$ cat config.mk
export PLATFORM = sky130hd
export DESIGN_NAME = msit_top
export DESIGN_NICKNAME = d
export VERILOG_FILES = /design/src/core/msit_pkg.sv /design/src/core/msit_pin_sync.sv /design/src/core/msit_top.sv
export VERILOG_INCLUDE_DIRS = /design/src /design/src/core
export SDC_FILE = /design/constraint.sdc
export NUM_CORES = 1
export LEC_CHECK = 0
export BUFFER_PORTS_ARGS = -buffer_cell sky130_fd_sc_hd__buf_2
export CORE_MARGIN = 2
export CORE_UTILIZATION = 46
export CTS_CLUSTER_SIZE = 28
export DETAILED_ROUTE_END_ITERATION = 8
export HOLD_SLACK_MARGIN = 0.15
export SETUP_SLACK_MARGIN = 0.1
export SYNTH_ARGS = -nofsm -noshare
export SYNTH_HDL_FRONTEND = slang
export SYNTH_HIERARCHICAL = 1
export SYNTH_SLANG_ARGS = --single-unit
$ cat constraint.sdc
create_clock -name pclk -period 14.1 [get_ports pclk]
set_clock_uncertainty 0.05 [all_clocks]
set_input_delay 2.82 -clock pclk [delete_from_list [all_inputs] [get_ports pclk]]
set_output_delay 2.82 -clock pclk [all_outputs]
set_load 0.02 [all_outputs]
$ cat src/core/msit_regs.svh
// Register offsets, fields, reset values and timing counts
`ifndef MSIT_REGS_SVH
`define MSIT_REGS_SVH

`define MSIT_CTRL_OFF 12'h000
`define MSIT_STAT_OFF 12'h004
`define MSIT_SPH_OFF 12'h008
`define MSIT_TBS_OFF 12'h00c
`define MSIT_TRIP_OFF 12'h010
`define MSIT_EVENT_OFF 12'h014
`define MSIT_TMR0_OFF 12'h018

`define MSIT_LIMIT_LSB 0
`define MSIT_LIMIT_MSB 2
`define MSIT_TBSMIN_LSB 8
`define MSIT_TBSMIN_MSB 15
`define MSIT_RLYSEL_LSB 16
`define MSIT_RLYSEL_MSB 17

`define MSIT_LIMIT_RST 3'h3
`define MSIT_LIMIT_MAX 3'h5
`define MSIT_TBSMIN_RST 8'h00
`define MSIT_RLYSEL_RST 2'h1
`define MSIT_EVT_INHIBIT 5'h10

`define MSIT_NTIMERS 5
`define MSIT_CLK_HZ 200000000
`define MSIT_TICK_SEC 1
`define MSIT_START_MIN 60
`define MSIT_SEC_PER_MIN 60
`define MSIT_START_SECS (`MSIT_START_MIN * `MSIT_SEC_PER_MIN)
`define MSIT_STOP_PCT 5
`define MSIT_STOP_PERMILLE (`MSIT_STOP_PCT * 10)

`endif

$ cat src/core/msit_pkg.sv
// Types shared by the start supervision block
package msit_pkg;
	typedef logic [11:0] msit_timer_t;
	typedef logic [13:0] msit_tbs_t;
	// Trip source code, sixteen sources
	typedef logic [3:0] msit_cause_t;
	// Bit 4 set means inhibit lockout
	typedef logic [4:0] msit_event_t;
	typedef enum logic [1:0] {
		MSIT_STOPPED = 2'b01,
		MSIT_RUNNING = 2'b10
	} msit_motor_e;
endpackage

$ cat src/core/msit_pin_sync.sv
// Two-flop synchroniser with press detect for an active-low contact
`timescale 1ns/1ps
`default_nettype none
module msit_pin_sync (
	input wire logic pclk,
	input wire logic presetn,
	input wire logic pin_n,
	output logic level_n,
	output logic press
);
	logic [2:0] sync_q;
	logic [2:0] sync_d;

	always_comb begin
		sync_d = {sync_q[1:0], pin_n};
	end

	// Released contact reads high
	always_ff @(posedge pclk or negedge presetn) begin
		if (!presetn) begin
			sync_q <= 3'h7;
		end else begin
			sync_q <= sync_d;
		end
	end

	assign level_n = sync_q[1];
	assign press = ~sync_q[1] & sync_q[2];
endmodule // msit_pin_sync
`default_nettype wire

$ cat src/core/msit_top.sv
// Motor start supervision: start timers, lockouts, trip and event causes
//
// Added by the designer: the register offsets and the APB interface to the registers.
`timescale 1ns/1ps
`default_nettype none
`include "msit_regs.svh"
module msit_top #(
	parameter int TICK_CYCLES = `MSIT_CLK_HZ * `MSIT_TICK_SEC
) (
	input wire logic pclk,
	input wire logic presetn,
	input wire logic [11:0] paddr,
	input wire logic psel,
	input wire logic penable,
	input wire logic pwrite,
	input wire logic [31:0] pwdata,
	output logic [31:0] prdata,
	output logic pready,
	output logic pslverr,
	input wire logic [9:0] motor_current_pm,
	input wire logic emerg_restart_n,
	input wire logic trip_pulse,
	input wire msit_pkg::msit_cause_t trip_cause,
	input wire logic ext_inhibit,
	output logic motor_running,
	output logic start_inhibit,
	output logic inhibit_trip_relay,
	output logic first_auxiliary_output
);
	import msit_pkg::*;

	localparam int NT = `MSIT_NTIMERS;
	localparam logic [9:0] STOP_PM = 10'(`MSIT_STOP_PERMILLE);
	localparam msit_timer_t START_SECS = 12'(`MSIT_START_SECS);

	logic emerg_press;
	logic tick;
	logic [27:0] tick_q;
	logic [27:0] tick_d;
	msit_motor_e motor_q;
	msit_motor_e motor_d;
	logic start_evt;
	msit_timer_t tmr_q [NT];
	msit_timer_t tmr_d [NT];
	logic [NT-1:0] busy;
	msit_timer_t min_val;
	logic [2:0] min_idx;
	logic [2:0] free_idx;
	logic free_ok;
	logic [2:0] load_idx;
	logic [2:0] active_cnt;
	logic [14:0] tmr_sum;
	logic [2:0] limit_q;
	logic [2:0] limit_d;
	logic [7:0] tbs_min_q;
	logic [7:0] tbs_min_d;
	logic [1:0] rlysel_q;
	logic [1:0] rlysel_d;
	logic sph_q;
	logic sph_d;
	msit_timer_t sph_lock;
	msit_tbs_t tbs_q;
	msit_tbs_t tbs_d;
	logic tbs_lock;
	logic inh_any;
	logic inh_prev_q;
	logic inh_rise;
	msit_cause_t trip_q;
	msit_cause_t trip_d;
	msit_event_t event_q;
	msit_event_t event_d;
	logic trly_q;
	logic trly_d;
	logic aux_q;
	logic aux_d;
	logic [31:0] prdata_q;
	logic [31:0] prdata_d;
	logic pslverr_q;
	logic pslverr_d;
	logic apb_setup;
	logic apb_wr;
	logic [2:0] wr_limit;

	msit_pin_sync u_emerg (
		.pclk(pclk),
		.presetn(presetn),
		.pin_n(emerg_restart_n),
		.level_n(),
		.press(emerg_press)
	);

	// One-second time base
	assign tick = (tick_q == 28'(TICK_CYCLES - 1));
	always_comb begin
		tick_d = tick ? 28'h0 : tick_q + 28'h1;
	end

	// Motor state from current level
	always_comb begin
		motor_d = motor_q;
		start_evt = 1'b0;
		case (motor_q)
			MSIT_STOPPED: begin
				if (motor_current_pm >= STOP_PM) begin
					motor_d = MSIT_RUNNING;
					start_evt = 1'b1;
				end
			end
			MSIT_RUNNING: begin
				if (motor_current_pm < STOP_PM) begin
					motor_d = MSIT_STOPPED;
				end
			end
			default: begin
				motor_d = MSIT_STOPPED;
			end
		endcase
	end

	always_ff @(posedge pclk or negedge presetn) begin
		if (!presetn) begin
			tick_q <= 28'h0;
			motor_q <= MSIT_STOPPED;
		end else begin
			tick_q <= tick_d;
			motor_q <= motor_d;
		end
	end

	assign motor_running = (motor_q == MSIT_RUNNING);

	// Smallest running timer, free slot, count and sum
	always_comb begin
		min_val = 12'h000;
		min_idx = 3'h0;
		free_ok = 1'b0;
		free_idx = 3'h0;
		active_cnt = 3'h0;
		tmr_sum = 15'h0000;
		for (int i = NT - 1; i >= 0; i--) begin
			tmr_sum = tmr_sum + 15'(tmr_q[i]);
			if (busy[i]) begin
				active_cnt = active_cnt + 3'h1;
				if (min_val == 12'h000 || tmr_q[i] <= min_val) begin
					min_val = tmr_q[i];
					min_idx = 3'(i);
				end
			end else begin
				free_ok = 1'b1;
				free_idx = 3'(i);
			end
		end
	end

	// With every slot busy (limit OFF) the oldest start is recycled
	assign load_idx = free_ok ? free_idx : min_idx;

	for (genvar i = 0; i < NT; i++) begin : g_tmr
		assign busy[i] = (tmr_q[i] != 12'h000);
		always_comb begin
			tmr_d[i] = tmr_q[i];
			if (tick && busy[i]) begin
				tmr_d[i] = tmr_q[i] - 12'h001;
			end
			if (emerg_press && busy[i] && min_idx == 3'(i)) begin
				tmr_d[i] = 12'h000;
			end
			if (start_evt && load_idx == 3'(i)) begin
				tmr_d[i] = START_SECS;
			end
		end
		always_ff @(posedge pclk or negedge presetn) begin
			if (!presetn) begin
				tmr_q[i] <= 12'h000;
			end else begin
				tmr_q[i] <= tmr_d[i];
			end
		end
	end

	// Starts-per-hour inhibit; a press drops it before the count settles
	always_comb begin
		sph_d = (limit_q != 3'h0) && (active_cnt >= limit_q);
		if (emerg_press) begin
			sph_d = 1'b0;
		end
	end
	assign sph_lock = sph_q ? min_val : 12'h000;

	// Time-between-starts lockout
	always_comb begin
		tbs_d = tbs_q;
		if (tbs_min_q == 8'h00) begin
			tbs_d = 14'h0000;
		end else if (start_evt) begin
			tbs_d = 14'(tbs_min_q * `MSIT_SEC_PER_MIN);
		end else if (tick && tbs_q != 14'h0000) begin
			tbs_d = tbs_q - 14'h0001;
		end
	end
	assign tbs_lock = (motor_q == MSIT_STOPPED) && (tbs_q != 14'h0000);

	assign inh_any = sph_q | tbs_lock | ext_inhibit;
	assign inh_rise = inh_any & ~inh_prev_q;
	assign start_inhibit = inh_any;

	// Trip and event records; an inhibit in the same cycle wins the event
	always_comb begin
		trip_d = trip_q;
		event_d = event_q;
		if (trip_pulse) begin
			trip_d = trip_cause;
			event_d = {1'b0, trip_cause};
		end
		if (inh_rise) begin
			event_d = `MSIT_EVT_INHIBIT;
		end
		trly_d = inh_any & rlysel_q[0];
		aux_d = inh_any & rlysel_q[1];
	end

	always_ff @(posedge pclk or negedge presetn) begin
		if (!presetn) begin
			sph_q <= 1'b0;
			tbs_q <= 14'h0000;
			inh_prev_q <= 1'b0;
			trip_q <= 4'h0;
			event_q <= 5'h00;
			trly_q <= 1'b0;
			aux_q <= 1'b0;
		end else begin
			sph_q <= sph_d;
			tbs_q <= tbs_d;
			inh_prev_q <= inh_any;
			trip_q <= trip_d;
			event_q <= event_d;
			trly_q <= trly_d;
			aux_q <= aux_d;
		end
	end

	assign inhibit_trip_relay = trly_q;
	assign first_auxiliary_output = aux_q;

	// APB slave: zero wait states, read data captured in setup
	assign pready = 1'b1;
	assign apb_setup = psel & ~penable;
	assign apb_wr = psel & penable & pwrite;
	assign wr_limit = pwdata[`MSIT_LIMIT_MSB:`MSIT_LIMIT_LSB];

	always_comb begin
		limit_d = limit_q;
		tbs_min_d = tbs_min_q;
		rlysel_d = rlysel_q;
		if (apb_wr && paddr == `MSIT_CTRL_OFF) begin
			// Limits above five saturate
			limit_d = (wr_limit > `MSIT_LIMIT_MAX) ? `MSIT_LIMIT_MAX
				: wr_limit;
			tbs_min_d = pwdata[`MSIT_TBSMIN_MSB:`MSIT_TBSMIN_LSB];
			rlysel_d = pwdata[`MSIT_RLYSEL_MSB:`MSIT_RLYSEL_LSB];
		end
	end

	always_comb begin
		prdata_d = prdata_q;
		pslverr_d = pslverr_q;
		if (apb_setup) begin
			prdata_d = 32'h0000_0000;
			pslverr_d = 1'b0;
			case (paddr)
				`MSIT_CTRL_OFF: begin
					prdata_d = {14'h0000, rlysel_q, tbs_min_q, 5'h00, limit_q};
				end
				`MSIT_STAT_OFF: begin
					prdata_d = {26'h0000000, active_cnt, motor_running,
						tbs_lock, sph_q};
				end
				`MSIT_SPH_OFF: begin
					prdata_d = {20'h00000, sph_lock};
				end
				`MSIT_TBS_OFF: begin
					prdata_d = {18'h00000, tbs_q};
				end
				`MSIT_TRIP_OFF: begin
					prdata_d = {28'h0000000, trip_q};
				end
				`MSIT_EVENT_OFF: begin
					prdata_d = {27'h0000000, event_q};
				end
				default: begin
					pslverr_d = 1'b1;
					for (int i = 0; i < NT; i++) begin
						if (paddr == 12'(`MSIT_TMR0_OFF + 4 * i)) begin
							prdata_d = {20'h00000, tmr_q[i]};
							pslverr_d = 1'b0;
						end
					end
				end
			endcase
		end
	end

	always_ff @(posedge pclk or negedge presetn) begin
		if (!presetn) begin
			limit_q <= `MSIT_LIMIT_RST;
			tbs_min_q <= `MSIT_TBSMIN_RST;
			rlysel_q <= `MSIT_RLYSEL_RST;
			prdata_q <= 32'h0000_0000;
			pslverr_q <= 1'b0;
		end else begin
			limit_q <= limit_d;
			tbs_min_q <= tbs_min_d;
			rlysel_q <= rlysel_d;
			prdata_q <= prdata_d;
			pslverr_q <= pslverr_d;
		end
	end

	assign prdata = prdata_q;
	assign pslverr = pslverr_q;
endmodule // msit_top
`default_nettype wire

==> qor.csv, run 1 <==
stage,metric,value,unit
status,status,"finished, final reports clean",
route,wire length the detailed router placed on met1,14700,um
route,number of vias in the routed layout,9634,
synth,Synth Cell Area,11300,um^2
clocking,number of buffers on the longest clock path,2,
cells_and_area,Total Nets Final,1465,
floorplanning,die boundary width,160,um
clocking,number of buffers added for setup after CTS,0,
worst_setup_path,crit-path max FO,26,
clocking,insertion delay of the later-clocked pin in the worst-skew pair,0.44,ns
sta,setup-violating endpoint count in the final report,0,
global_routing,via count of the first global-routing pass,9438,
worst_setup_path,required time worst endpoint,14.36,ns
power,"Power, Total",2.58,mW
hold_path,startpoint of the worst hold path,u_emerg/sync_q[0],
cells_and_area,Final Util,51.3,%
route,met2 routed WL,14600,um
synth,most common flop cell mapped by yosys,dfrtp_1,
worst_setup_path,signal arrival time at the worst endpoint,12.01,ns
floorplanning,Die Outline Area,25700,um^2
floorplanning,Starting Density,46.5,%
synth,share of Yosys cell area claimed by the top area cell type,32.3,%
run,number of max-cap violations,0,
worst_setup_path,Worst Setup SP,tmr_q[11],
route,met3 wire len,2120,um
power,proportion of power drawn by the clock network,18.3,%
clocking,total CTS buffers,17,
placement,post-placement cell count,1609,
worst_setup_path,launching point of the worst reg2reg path,tmr_q[11],
sta,maximum achievable frequency,85.1,MHz
route,Remaining DRCs,0,
cells_and_area,filler instances,2294,
clocking,clock sink count,152,
clocking,clock root cell,clkbuf_16,
sta,transition at the pin with the smallest max-transition slack,1.17,ns
hold_path,Worst Hold Class,register to register,
route,routed wirelength normalized by instance count,19.6,um
global_routing,overall routing resource usage,25.9,%
clocking,TritonCTS clock tree,yes,
synth,mean instance size in the synthesized netlist,8.98,um^2
power,maximum VDD drop,0.000194,V
synth,largest cells by area after synthesis,"dfrtp_1, ha_1, xnor2_1",
global_routing,grt total ovfl,0,
sta,share of the clock period used by the worst path,83.4,%
worst_setup_path,most frequent cell on the critical path,ha_1,
synth,number of enable flip-flop cells after synthesis,0,
cells_and_area,Post-Layout Cell Count,1641,
cells_and_area,proportion of layout cells with a drive suffix above 1,14.1,%
sta,worst hold margin,0.307,ns
sta,max-slew violation total from the final report,0,
placement,I/O Buffers,68,
power,proportion of total power due to net switching,49.8,%
placement,post-detailed-placement half-perimeter wirelength,24300,um
clocking,hold buffer count at CTS,0,
synth,Synth cell types,90,
worst_setup_path,Worst Setup End Kind,register,
placement,minimum setup slack after placement,2.62,ns
worst_setup_path,"Largest stage delay, worst path",0.82,ns
sta,final hold violation count,0,
sta,max-slew headroom at the worst pin,22.0,%
sta,setup repair after global routing missed its margin,no,
route,routed vias/inst,5.87,
floorplanning,std cell rows,57,
route,highest layer used for signal routing,met4,
worst_setup_path,nature of the critical path startpoint,register,
clocking,clock transition at the registers of the reported paths,0.07,ns
synth,post-synthesis sequential element count,152,
route,DRT Wirelength,32200,um
placement,final estimated routing congestion in global placement,0.942,
power,Static Leakage,5.46,nW
route,number of nets with antenna violations after routing,0,
route,Initial DRT Pass Iterations,5,
global_routing,global-route wire length before repair,52500,um
sta,Final WS setup,2.35,ns
route,DRC violation total after the first TritonRoute iteration,808,
global_routing,largest net degree at the start of global routing,80,
synth,library cell with the largest summed area after synthesis,dfrtp_1,
cells_and_area,Antenna Diode Count,0,
cells_and_area,Multi-input gate area,6900,um^2
placement,total cell area at the placement stage,11800,um^2
floorplanning,Core Footprint,24200,um^2
synth,Cells after Synth,1253,
synth,sequential-to-total area share from yosys stat,33.9,%
synth,Syn. warnings,6,
worst_setup_path,path type of the worst setup path,register to register,
cells_and_area,total area of sequential cells,3810,um^2
floorplanning,Vert. Die Dim,160,um
sta,post-route setup TNS,0,ns
global_routing,number of antenna violations at the first check in global routing,0,
clocking,number of gates resized after CTS,0,
cells_and_area,Area Growth Syn to Fin,10.3,%
worst_setup_path,Slowest cell on crit path,nor2_2,
power,PwrDens,208,nW/um^2
floorplanning,I/O pin count,104,
synth,proportion of register bits with asynchronous set or reset after synthesis,100,%
power,internal power contribution,1.29,mW
power,net load switching power,1.29,mW
power,combinational cell fraction of total power,59.1,%
cells_and_area,final design instance area without fill,12400,um^2
sta,fin crit period,11.75,ns
clocking,number of levels in the clock H-tree,4,
power,Flop pwr share,22.6,%
[area by class of cell]
type	count	area share, %
timing repair buffer	77	3.34
clock buffer	17	3.43
multi-input combinational	980	55.6
tap	324	3.27
clock inverter	15	1.41
sequential	152	30.7
inverter	76	2.30
[flip-flops by register name, indices dropped and copies added (netlist names), 3 cells and up]
| register | flops |
|---|---|
| tmr_q | 60 |
| tick_q | 28 |
| prdata | 18 |
| tbs_q | 14 |
| tbs_min_q | 8 |
| event_q | 5 |
| trip_q | 4 |
| limit_q | 3 |
| u_emerg/sync_q | 3 |
[final timing paths]
kind                                     end  cells after the start  slack (ns)
min                        u_emerg/sync_q[1]                      0        0.31
max in group asynchronous          prdata[3]                      2       10.22
max reg2reg                        tmr_q[48]                     40        2.35
min in group asynchronous          tmr_q[12]                      1        2.37
max                                tmr_q[48]                     40        2.35
min reg2reg                u_emerg/sync_q[1]                      0        0.31
[layer usage]
metal,vias up,global-route usage [%]
met1,4650,36.7
met2,329,40.5
met4,0,8.11
met3,57,4.47
li1,4598,-
met5,-,0
[placed cells by master (no fill, tap or decap), drive strengths merged, types with 23 or more instances in the layout]
| master | netlist | final |
|---|---|---|
| xnor2 | 64 | 64 |
| a221oi | 23 | 23 |
| mux2 | 30 | 30 |
| o21ai | 87 | 87 |
| ha | 82 | 82 |
| a21oi | 56 | 56 |
| nand3 | 40 | 40 |
| inv | 75 | 83 |
| nand2 | 98 | 98 |
| nor2 | 142 | 142 |
| xor2 | 28 | 28 |
| nor3 | 38 | 38 |
| nor4 | 24 | 24 |
| nand4 | 25 | 25 |
| dfrtp | 145 | 145 |
| buf | 24 | 77 |
[kinds of logic (layout without fill, tap and decap cells)]
group	after synthesis	after routing	share of synthesized area [%]
other cells	2	15	0.0668
flops	152	152	33.9
mux	43	43	4.16
simple gates	453	453	20.6
fa+ha+maj	95	95	11.4
buf+inv	134	185	5.25
compound gates	282	282	17.5
xor+xnor	92	92	7.16
[cell usage after synthesis, drive strengths merged (20+ instances only)]
library cell  number
nor3              38
mux2              30
a221oi            23
inv               75
or3               20
xnor2             64
clkbuf            34
buf               24
xor2              28
nor2             142
nor4              24
nand4             25
o21ai             87
nand3             40
nand2             98
ha                82
a21oi             56
dfrtp            145
[critical path: cells and delay by family, from the launching register on]
family                   cells  cell delay [ns]
AO/OA/AOI/OAI               25             6.77
AND/OR/NAND/NOR             10             2.48
adder cells (fa/ha/maj)      4             1.32
flip-flops                   1             0.51
multiplexers                 1             0.45
[power by group through the flow]
| stage | registers (mW) | logic, mW | clock network, mW |
|---|---|---|---|
| after floorplan | 0.550 | 1.17 | 0 |
| after global placement | 0.587 | 1.48 | 0 |
| after detailed placement | 0.587 | 1.51 | 0 |
| after CTS | 0.580 | 1.51 | 0.480 |
| after global routing | 0.589 | 1.66 | 0.502 |
| final | 0.582 | 1.52 | 0.473 |
(Power assumes the default switching activity.)
==> inputs of run 2 (changes only) <==
--- a/config.mk
+++ b/config.mk
@@ -6,6 +6,7 @@
 export SDC_FILE = /design/constraint.sdc
 export NUM_CORES = 1
 export LEC_CHECK = 0
+export ABC_AREA = 1
 export BUFFER_PORTS_ARGS = -buffer_cell sky130_fd_sc_hd__buf_2
 export CORE_MARGIN = 2
 export CORE_UTILIZATION = 46
==> constraint.sdc (replaced) <==
create_clock -name pclk -period 11.5 [get_ports pclk]
set_clock_uncertainty 0.05 [all_clocks]
set_input_delay 2.3 -clock pclk [delete_from_list [all_inputs] [get_ports pclk]]
set_output_delay 2.3 -clock pclk [all_outputs]
set_load 0.02 [all_outputs]
==> qor.csv, run 2 <==
stage,metric,value,unit
status,status,"finished, final reports clean",
cells_and_area,Area Growth Syn to Fin,9.02,%
power,"Power, Total",4.27,mW
sta,post-route setup TNS,0,ns
floorplanning,Vert. Die Dim,166,um
placement,final estimated routing congestion in global placement,0.928,
worst_setup_path,nature of the critical path startpoint,register,
cells_and_area,"commonest non-fill, non-tap cells in the layout","nand2_1, inv_1, nor2_1, dfrtp_1, nand3_1",
clocking,clock transition at the registers of the reported paths,0.07,ns
global_routing,via count of the first global-routing pass,10400,
synth,share of Yosys cell area claimed by the top area cell type,29.9,%
cells_and_area,"commonest non-fill, non-tap cell in the layout",nand2_1,
floorplanning,I/O pin count,104,
power,Static Leakage,6.97,nW
route,routed wirelength normalized by instance count,16.6,um
floorplanning,Core Footprint,26000,um^2
sta,Final WS setup,3.11,ns
route,DRT Wirelength,34400,um
synth,number of enable flip-flop cells after synthesis,0,
synth,post-synthesis sequential element count,152,
power,PwrDens,322,nW/um^2
route,number of vias in the routed layout,11200,
cells_and_area,register ranked first by flip-flop count,tmr_q,
power,Flop pwr share,16.5,%
power,combinational cell fraction of total power,70.1,%
floorplanning,std cell rows,59,
floorplanning,Starting Density,46.7,%
floorplanning,Die Outline Area,27700,um^2
worst_setup_path,"Largest stage delay, worst path",0.54,ns
global_routing,number of antenna violations at the first check in global routing,0,
worst_setup_path,required time worst endpoint,11.78,ns
route,routed vias/inst,5.41,
cells_and_area,Total Nets Final,1888,
sta,transition at the pin with the smallest max-transition slack,1.08,ns
worst_setup_path,Worst Setup End Kind,register,
sta,setup-violating endpoint count in the final report,0,
synth,mean instance size in the synthesized netlist,7.25,um^2
cells_and_area,Final Util,50.9,%
synth,Syn. warnings,6,
sta,fin crit period,8.39,ns
cells_and_area,number of flip-flops under the largest register name,60,
placement,minimum setup slack after placement,3.21,ns
route,Remaining DRCs,0,
cells_and_area,filler instances,2633,
power,internal power contribution,1.84,mW
synth,most common flop cell mapped by yosys,dfrtp_1,
sta,final hold violation count,0,
sta,max-slew headroom at the worst pin,27.5,%
hold_path,Worst Hold Class,register to register,
power,net load switching power,2.42,mW
worst_setup_path,signal arrival time at the worst endpoint,8.67,ns
route,DRC violation total after the first TritonRoute iteration,807,
global_routing,grt total ovfl,0,
clocking,TritonCTS clock tree,yes,
hold_path,startpoint of the worst hold path,u_emerg/sync_q[0],
run,number of max-cap violations,0,
route,number of nets with antenna violations after routing,0,
clocking,number of gates resized after CTS,0,
placement,post-detailed-placement half-perimeter wirelength,26600,um
cells_and_area,proportion of layout cells with a drive suffix above 1,10.5,%
clocking,clock root cell,clkbuf_16,
clocking,number of buffers on the longest clock path,2,
clocking,insertion delay of the later-clocked pin in the worst-skew pair,0.44,ns
worst_setup_path,most frequent cell on the critical path,nand2_1,
clocking,number of levels in the clock H-tree,4,
worst_setup_path,launching point of the worst reg2reg path,tmr_q[0],
synth,Synth top cells by count,"nand2_1, inv_1, nor2_1",
worst_setup_path,path type of the worst setup path,register to register,
worst_setup_path,Worst Setup SP,tmr_q[0],
sta,maximum achievable frequency,119,MHz
cells_and_area,Antenna Diode Count,0,
sta,share of the clock period used by the worst path,72.9,%
power,maximum VDD drop,0.000243,V
worst_setup_path,Slowest cell on crit path,nand4_1,
synth,Synth cell types,54,
synth,largest cells by area after synthesis,"dfrtp_1, nand2_1, ha_1",
clocking,clock sink count,152,
worst_setup_path,crit-path max FO,23,
synth,library cell with the largest summed area after synthesis,dfrtp_1,
sta,max-slew violation total from the final report,0,
synth,Synth Cell Area,12100,um^2
power,proportion of power drawn by the clock network,13.4,%
clocking,total CTS buffers,17,
synth,most frequent cell after synthesis,nand2_1,
floorplanning,die boundary width,166,um
synth,sequential-to-total area share from yosys stat,31.4,%
placement,I/O Buffers,68,
power,proportion of total power due to net switching,56.8,%
synth,proportion of register bits with asynchronous set or reset after synthesis,100,%
sta,setup repair after global routing missed its margin,no,
global_routing,global-route wire length before repair,55200,um
route,Initial DRT Pass Iterations,5,
clocking,number of buffers added for setup after CTS,0,
synth,Cells after Synth,1674,
global_routing,largest net degree at the start of global routing,88,
clocking,hold buffer count at CTS,0,
global_routing,overall routing resource usage,24.9,%
run 2: cell types whose count changed after synthesis, sizes merged, moves of 14 or more:
cell,delta
a221oi,-22
clkbuf,-14
inv,+191
mux2,-30
nand2,+277
nand3,+105
nor2,+30
o221ai,+19
or3,-19
xnor2,-57
xor2,+33
run 2: final timing paths:
| check | to | slack, ns | cells past startpoint |
|---|---|---|---|
| hold / removal | u_emerg/sync_q[1] | 0.31 | 0 |
| hold reg to reg | u_emerg/sync_q[1] | 0.31 | 0 |
| max in group asynchronous | prdata[8] | 8.18 | 2 |
| min in group asynchronous | tmr_q[28] | 1.84 | 1 |
| setup / recovery | tmr_q[31] | 3.11 | 51 |
| setup reg to reg | tmr_q[31] | 3.11 | 51 |
run 2: metrics by stage:
stage | area [um^2] | instances | hold slack [ns]
after CTS | 13200 | 2075 | 0.307
after global placement | 12700 | 2043 | 0.297
after floorplan | 12200 | 1687 | 0.295
after detailed placement | 12700 | 2043 | 0.297
after global routing | 13200 | 2075 | 0.313
final | 13200 | 2075 | 0.306
run 2: logic make-up (layout without fill, tap and decap cells):
group | after synthesis | count (layout) | share of synthesized area (%)
other cells | 2 | 15 | 0.0619
simple gates | 795 | 795 | 30.0
compound gates | 239 | 239 | 11.8
buf+inv | 323 | 376 | 11.2
flops | 152 | 152 | 31.4
xor+xnor | 68 | 68 | 4.91
fa+ha+maj | 95 | 95 | 10.6
run 2: routing by layer:
metal  GRT usage, %  up-vias  share of wire [%]
met1           34.5     5300                 46
met2           40.0      316                 46
li1               -     5558                  -
met4           7.35        0                2.2
met3           4.18       54                5.8
met5              0        -                  0
run 2: area by class of cell:
| type | count | area, um^2 | share of cell area [%] |
|---|---|---|---|
| clock buffer | 19 | 443 | 3.35 |
| timing repair buffer | 75 | 399 | 3.02 |
| multi-input combinational | 1212 | 7010 | 53.0 |
| clock inverter | 13 | 134 | 1.01 |
| inverter | 269 | 1010 | 7.63 |
| tap | 335 | 419 | 3.17 |
| sequential | 152 | 3810 | 28.8 |
run 2: critical path, delay by kind of cell (launching register included):
kind	cells	cell delay, ns
buffers and inverters	2	0.20
flip-flops	1	0.41
AND/OR/NAND/NOR	32	4.40
adder cells (fa/ha/maj)	5	1.45
AO/OA/AOI/OAI	12	1.73
run 2: power by group through the flow:
stage | sequential, mW | clock [mW] | combinational, mW
finish | 0.704 | 0.573 | 2.99
global route | 0.714 | 0.600 | 3.35
CTS | 0.700 | 0.584 | 2.94
detailed placement | 0.710 | 0 | 2.93
global placement | 0.709 | 0 | 2.88
floorplan | 0.692 | 0 | 2.48
==> inputs of run 3 (changes only) <==
==> constraint.sdc (replaced) <==
create_clock -name pclk -period 7.8 [get_ports pclk]
set_clock_uncertainty 0.05 [all_clocks]
set_input_delay 1.56 -clock pclk [delete_from_list [all_inputs] [get_ports pclk]]
set_output_delay 1.56 -clock pclk [all_outputs]
set_load 0.02 [all_outputs]
==> qor.csv, run 3 (synthesis gave the netlist of run 2 again) <==
stage,metric,value,unit
sta,fin crit period,7.44,ns
global_routing,largest net degree at the start of global routing,87,
worst_setup_path,signal arrival time at the worst endpoint,7.77,ns
worst_setup_path,setup slack of the most critical reg-to-reg path,0.36,ns
clocking,clock sink count,152,
route,Initial DRT Pass Iterations,6,
worst_setup_path,Slowest cell on crit path,or3_4,
route,number of nets with antenna violations after routing,0,
cells_and_area,proportion of layout cells with a drive suffix above 1,16.6,%
worst_setup_path,nature of the critical path startpoint,register,
sta,share of the clock period used by the worst path,95.4,%
cells_and_area,number of flip-flops under the largest register name,60,
clocking,insertion delay of the later-clocked pin in the worst-skew pair,0.45,ns
sta,final hold violation count,0,
hold_path,startpoint of the worst hold path,u_emerg/sync_q[0],
cells_and_area,Antenna Diode Count,0,
worst_setup_path,crit-path max FO,12,
clocking,TritonCTS clock tree,yes,
worst_setup_path,launching point of the worst reg2reg path,tmr_q[0],
clocking,number of levels in the clock H-tree,4,
global_routing,overall routing resource usage,25.7,%
global_routing,grt total ovfl,0,
cells_and_area,"commonest non-fill, non-tap cell in the layout",nand2_1,
worst_setup_path,path type of the worst setup path,register to register,
cells_and_area,Total Nets Final,1957,
status,status,"finished, final reports clean",
placement,final estimated routing congestion in global placement,0.946,
route,DRC violation total after the first TritonRoute iteration,976,
clocking,number of buffers on the longest clock path,2,
sta,transition at the pin with the smallest max-transition slack,1.05,ns
worst_setup_path,required time worst endpoint,8.13,ns
floorplanning,Vert. Die Dim,166,um
worst_setup_path,Worst Reg-to-Reg Cells,52,
cells_and_area,register ranked first by flip-flop count,tmr_q,
sta,maximum achievable frequency,134,MHz
route,routed wirelength normalized by instance count,16.9,um
sta,max-slew violation total from the final report,0,
route,Remaining DRCs,0,
floorplanning,Core Footprint,26000,um^2
sta,max-slew headroom at the worst pin,29.2,%
hold_path,cell depth of the worst hold path,0,
route,DRT Wirelength,36200,um
placement,post-detailed-placement half-perimeter wirelength,27300,um
floorplanning,Die Outline Area,27700,um^2
worst_setup_path,r2r endpoint,prdata[5],
floorplanning,std cell rows,59,
cells_and_area,"commonest non-fill, non-tap cells in the layout","nand2_1, inv_1, nor2_1, dfrtp_1, nand3_1",
placement,minimum setup slack after placement,0.265,ns
global_routing,via count of the first global-routing pass,11000,
clocking,clock root cell,clkbuf_16,
worst_setup_path,Worst Setup End Kind,register,
run,number of max-cap violations,0,
hold_path,Worst Hold Class,register to register,
floorplanning,I/O pin count,104,
hold_path,capture endpoint of the worst hold path,u_emerg/sync_q[1],
worst_setup_path,most frequent cell on the critical path,nand2_1,
clocking,clock transition at the registers of the reported paths,0.07,ns
clocking,total CTS buffers,17,
sta,Final WS setup,0.359,ns
global_routing,number of antenna violations at the first check in global routing,1,
floorplanning,Starting Density,46.7,%
sta,setup-violating endpoint count in the final report,0,
cells_and_area,Area Growth Syn to Fin,16.7,%
global_routing,global-route wire length before repair,57400,um
worst_setup_path,"Largest stage delay, worst path",0.41,ns
route,number of vias in the routed layout,11700,
floorplanning,die boundary width,166,um
route,routed vias/inst,5.44,
placement,I/O Buffers,68,
-- run 3: repair_timing --
| action | CTS | global route |
|---|---|---|
| hold buffers | 0 | 0 |
| setup buffers | 0 | 16 |
| gates resized for setup | 0 | 65 |
| endpoints found under the setup margin | 0 | 72 |
-- run 3: metrics by stage --
stage | hold WS (ns) | utilization [%] | setup TNS (ns) | cells | area [um^2]
after floorplan | 0.295 | - | 0 | 1687 | 12200
after global placement | 0.296 | 50.4 | 0 | 2092 | 13100
after detailed placement | 0.297 | 50.4 | 0 | 2092 | 13100
after CTS | 0.307 | 52.6 | 0 | 2124 | 13700
after global routing | 0.315 | 54.5 | -1.54 | 2144 | 14200
final | 0.308 | 54.5 | 0 | 2144 | 14200
-- run 3: final cells by class --
cell class	instances	area, um^2
fill	2522	11800
multi-input combinational	1215	7360
sequential	152	3810
inverter	269	1010
timing repair buffer	141	973
clock buffer	21	460
tap	335	419
clock inverter	11	135
-- run 3: routing by layer --
layer / global-route usage [%] / up-vias / routed length, um
met5: 0 / - / 10
met4: 7.08 / 2 / 831
met3: 3.87 / 71 / 2030
met2: 41.7 / 350 / 17100
met1: 35.9 / 5548 / 16300
li1: - / 5703 / -
-- run 3: worst max path at each step --
| stage | startpoint | to | slack, ns | cells past startpoint |
|---|---|---|---|---|
| final | tmr_q[0] | prdata[5] | 0.36 | 52 |
| after global placement | tmr_q[0] | prdata[9] | 0.36 | 53 |
| after floorplan | tmr_q[0] | tmr_q[5] | 1.19 | 56 |
| after global routing | tmr_q[0] | tmr_q[19] | -0.10 | 53 |
| after detailed placement | tmr_q[0] | prdata[5] | 0.26 | 53 |
| after CTS | tmr_q[0] | prdata[5] | 0.19 | 53 |
-- run 3: worst max-delay path, delay by kind of cell, from the launching register on --
| kind | cells | cell delay, ns |
|---|---|---|
| buffers and inverters | 9 | 1.06 |
| adders and majority gates | 5 | 1.23 |
| and+or+nand+nor | 29 | 3.36 |
| DFF | 1 | 0.40 |
| AOI/OAI and AO/OA | 9 | 1.27 |
Power of run 3 is left out: the tool's default activity adds up to more than one toggle a clock period on the data nets, which glitch-free logic cannot reach.
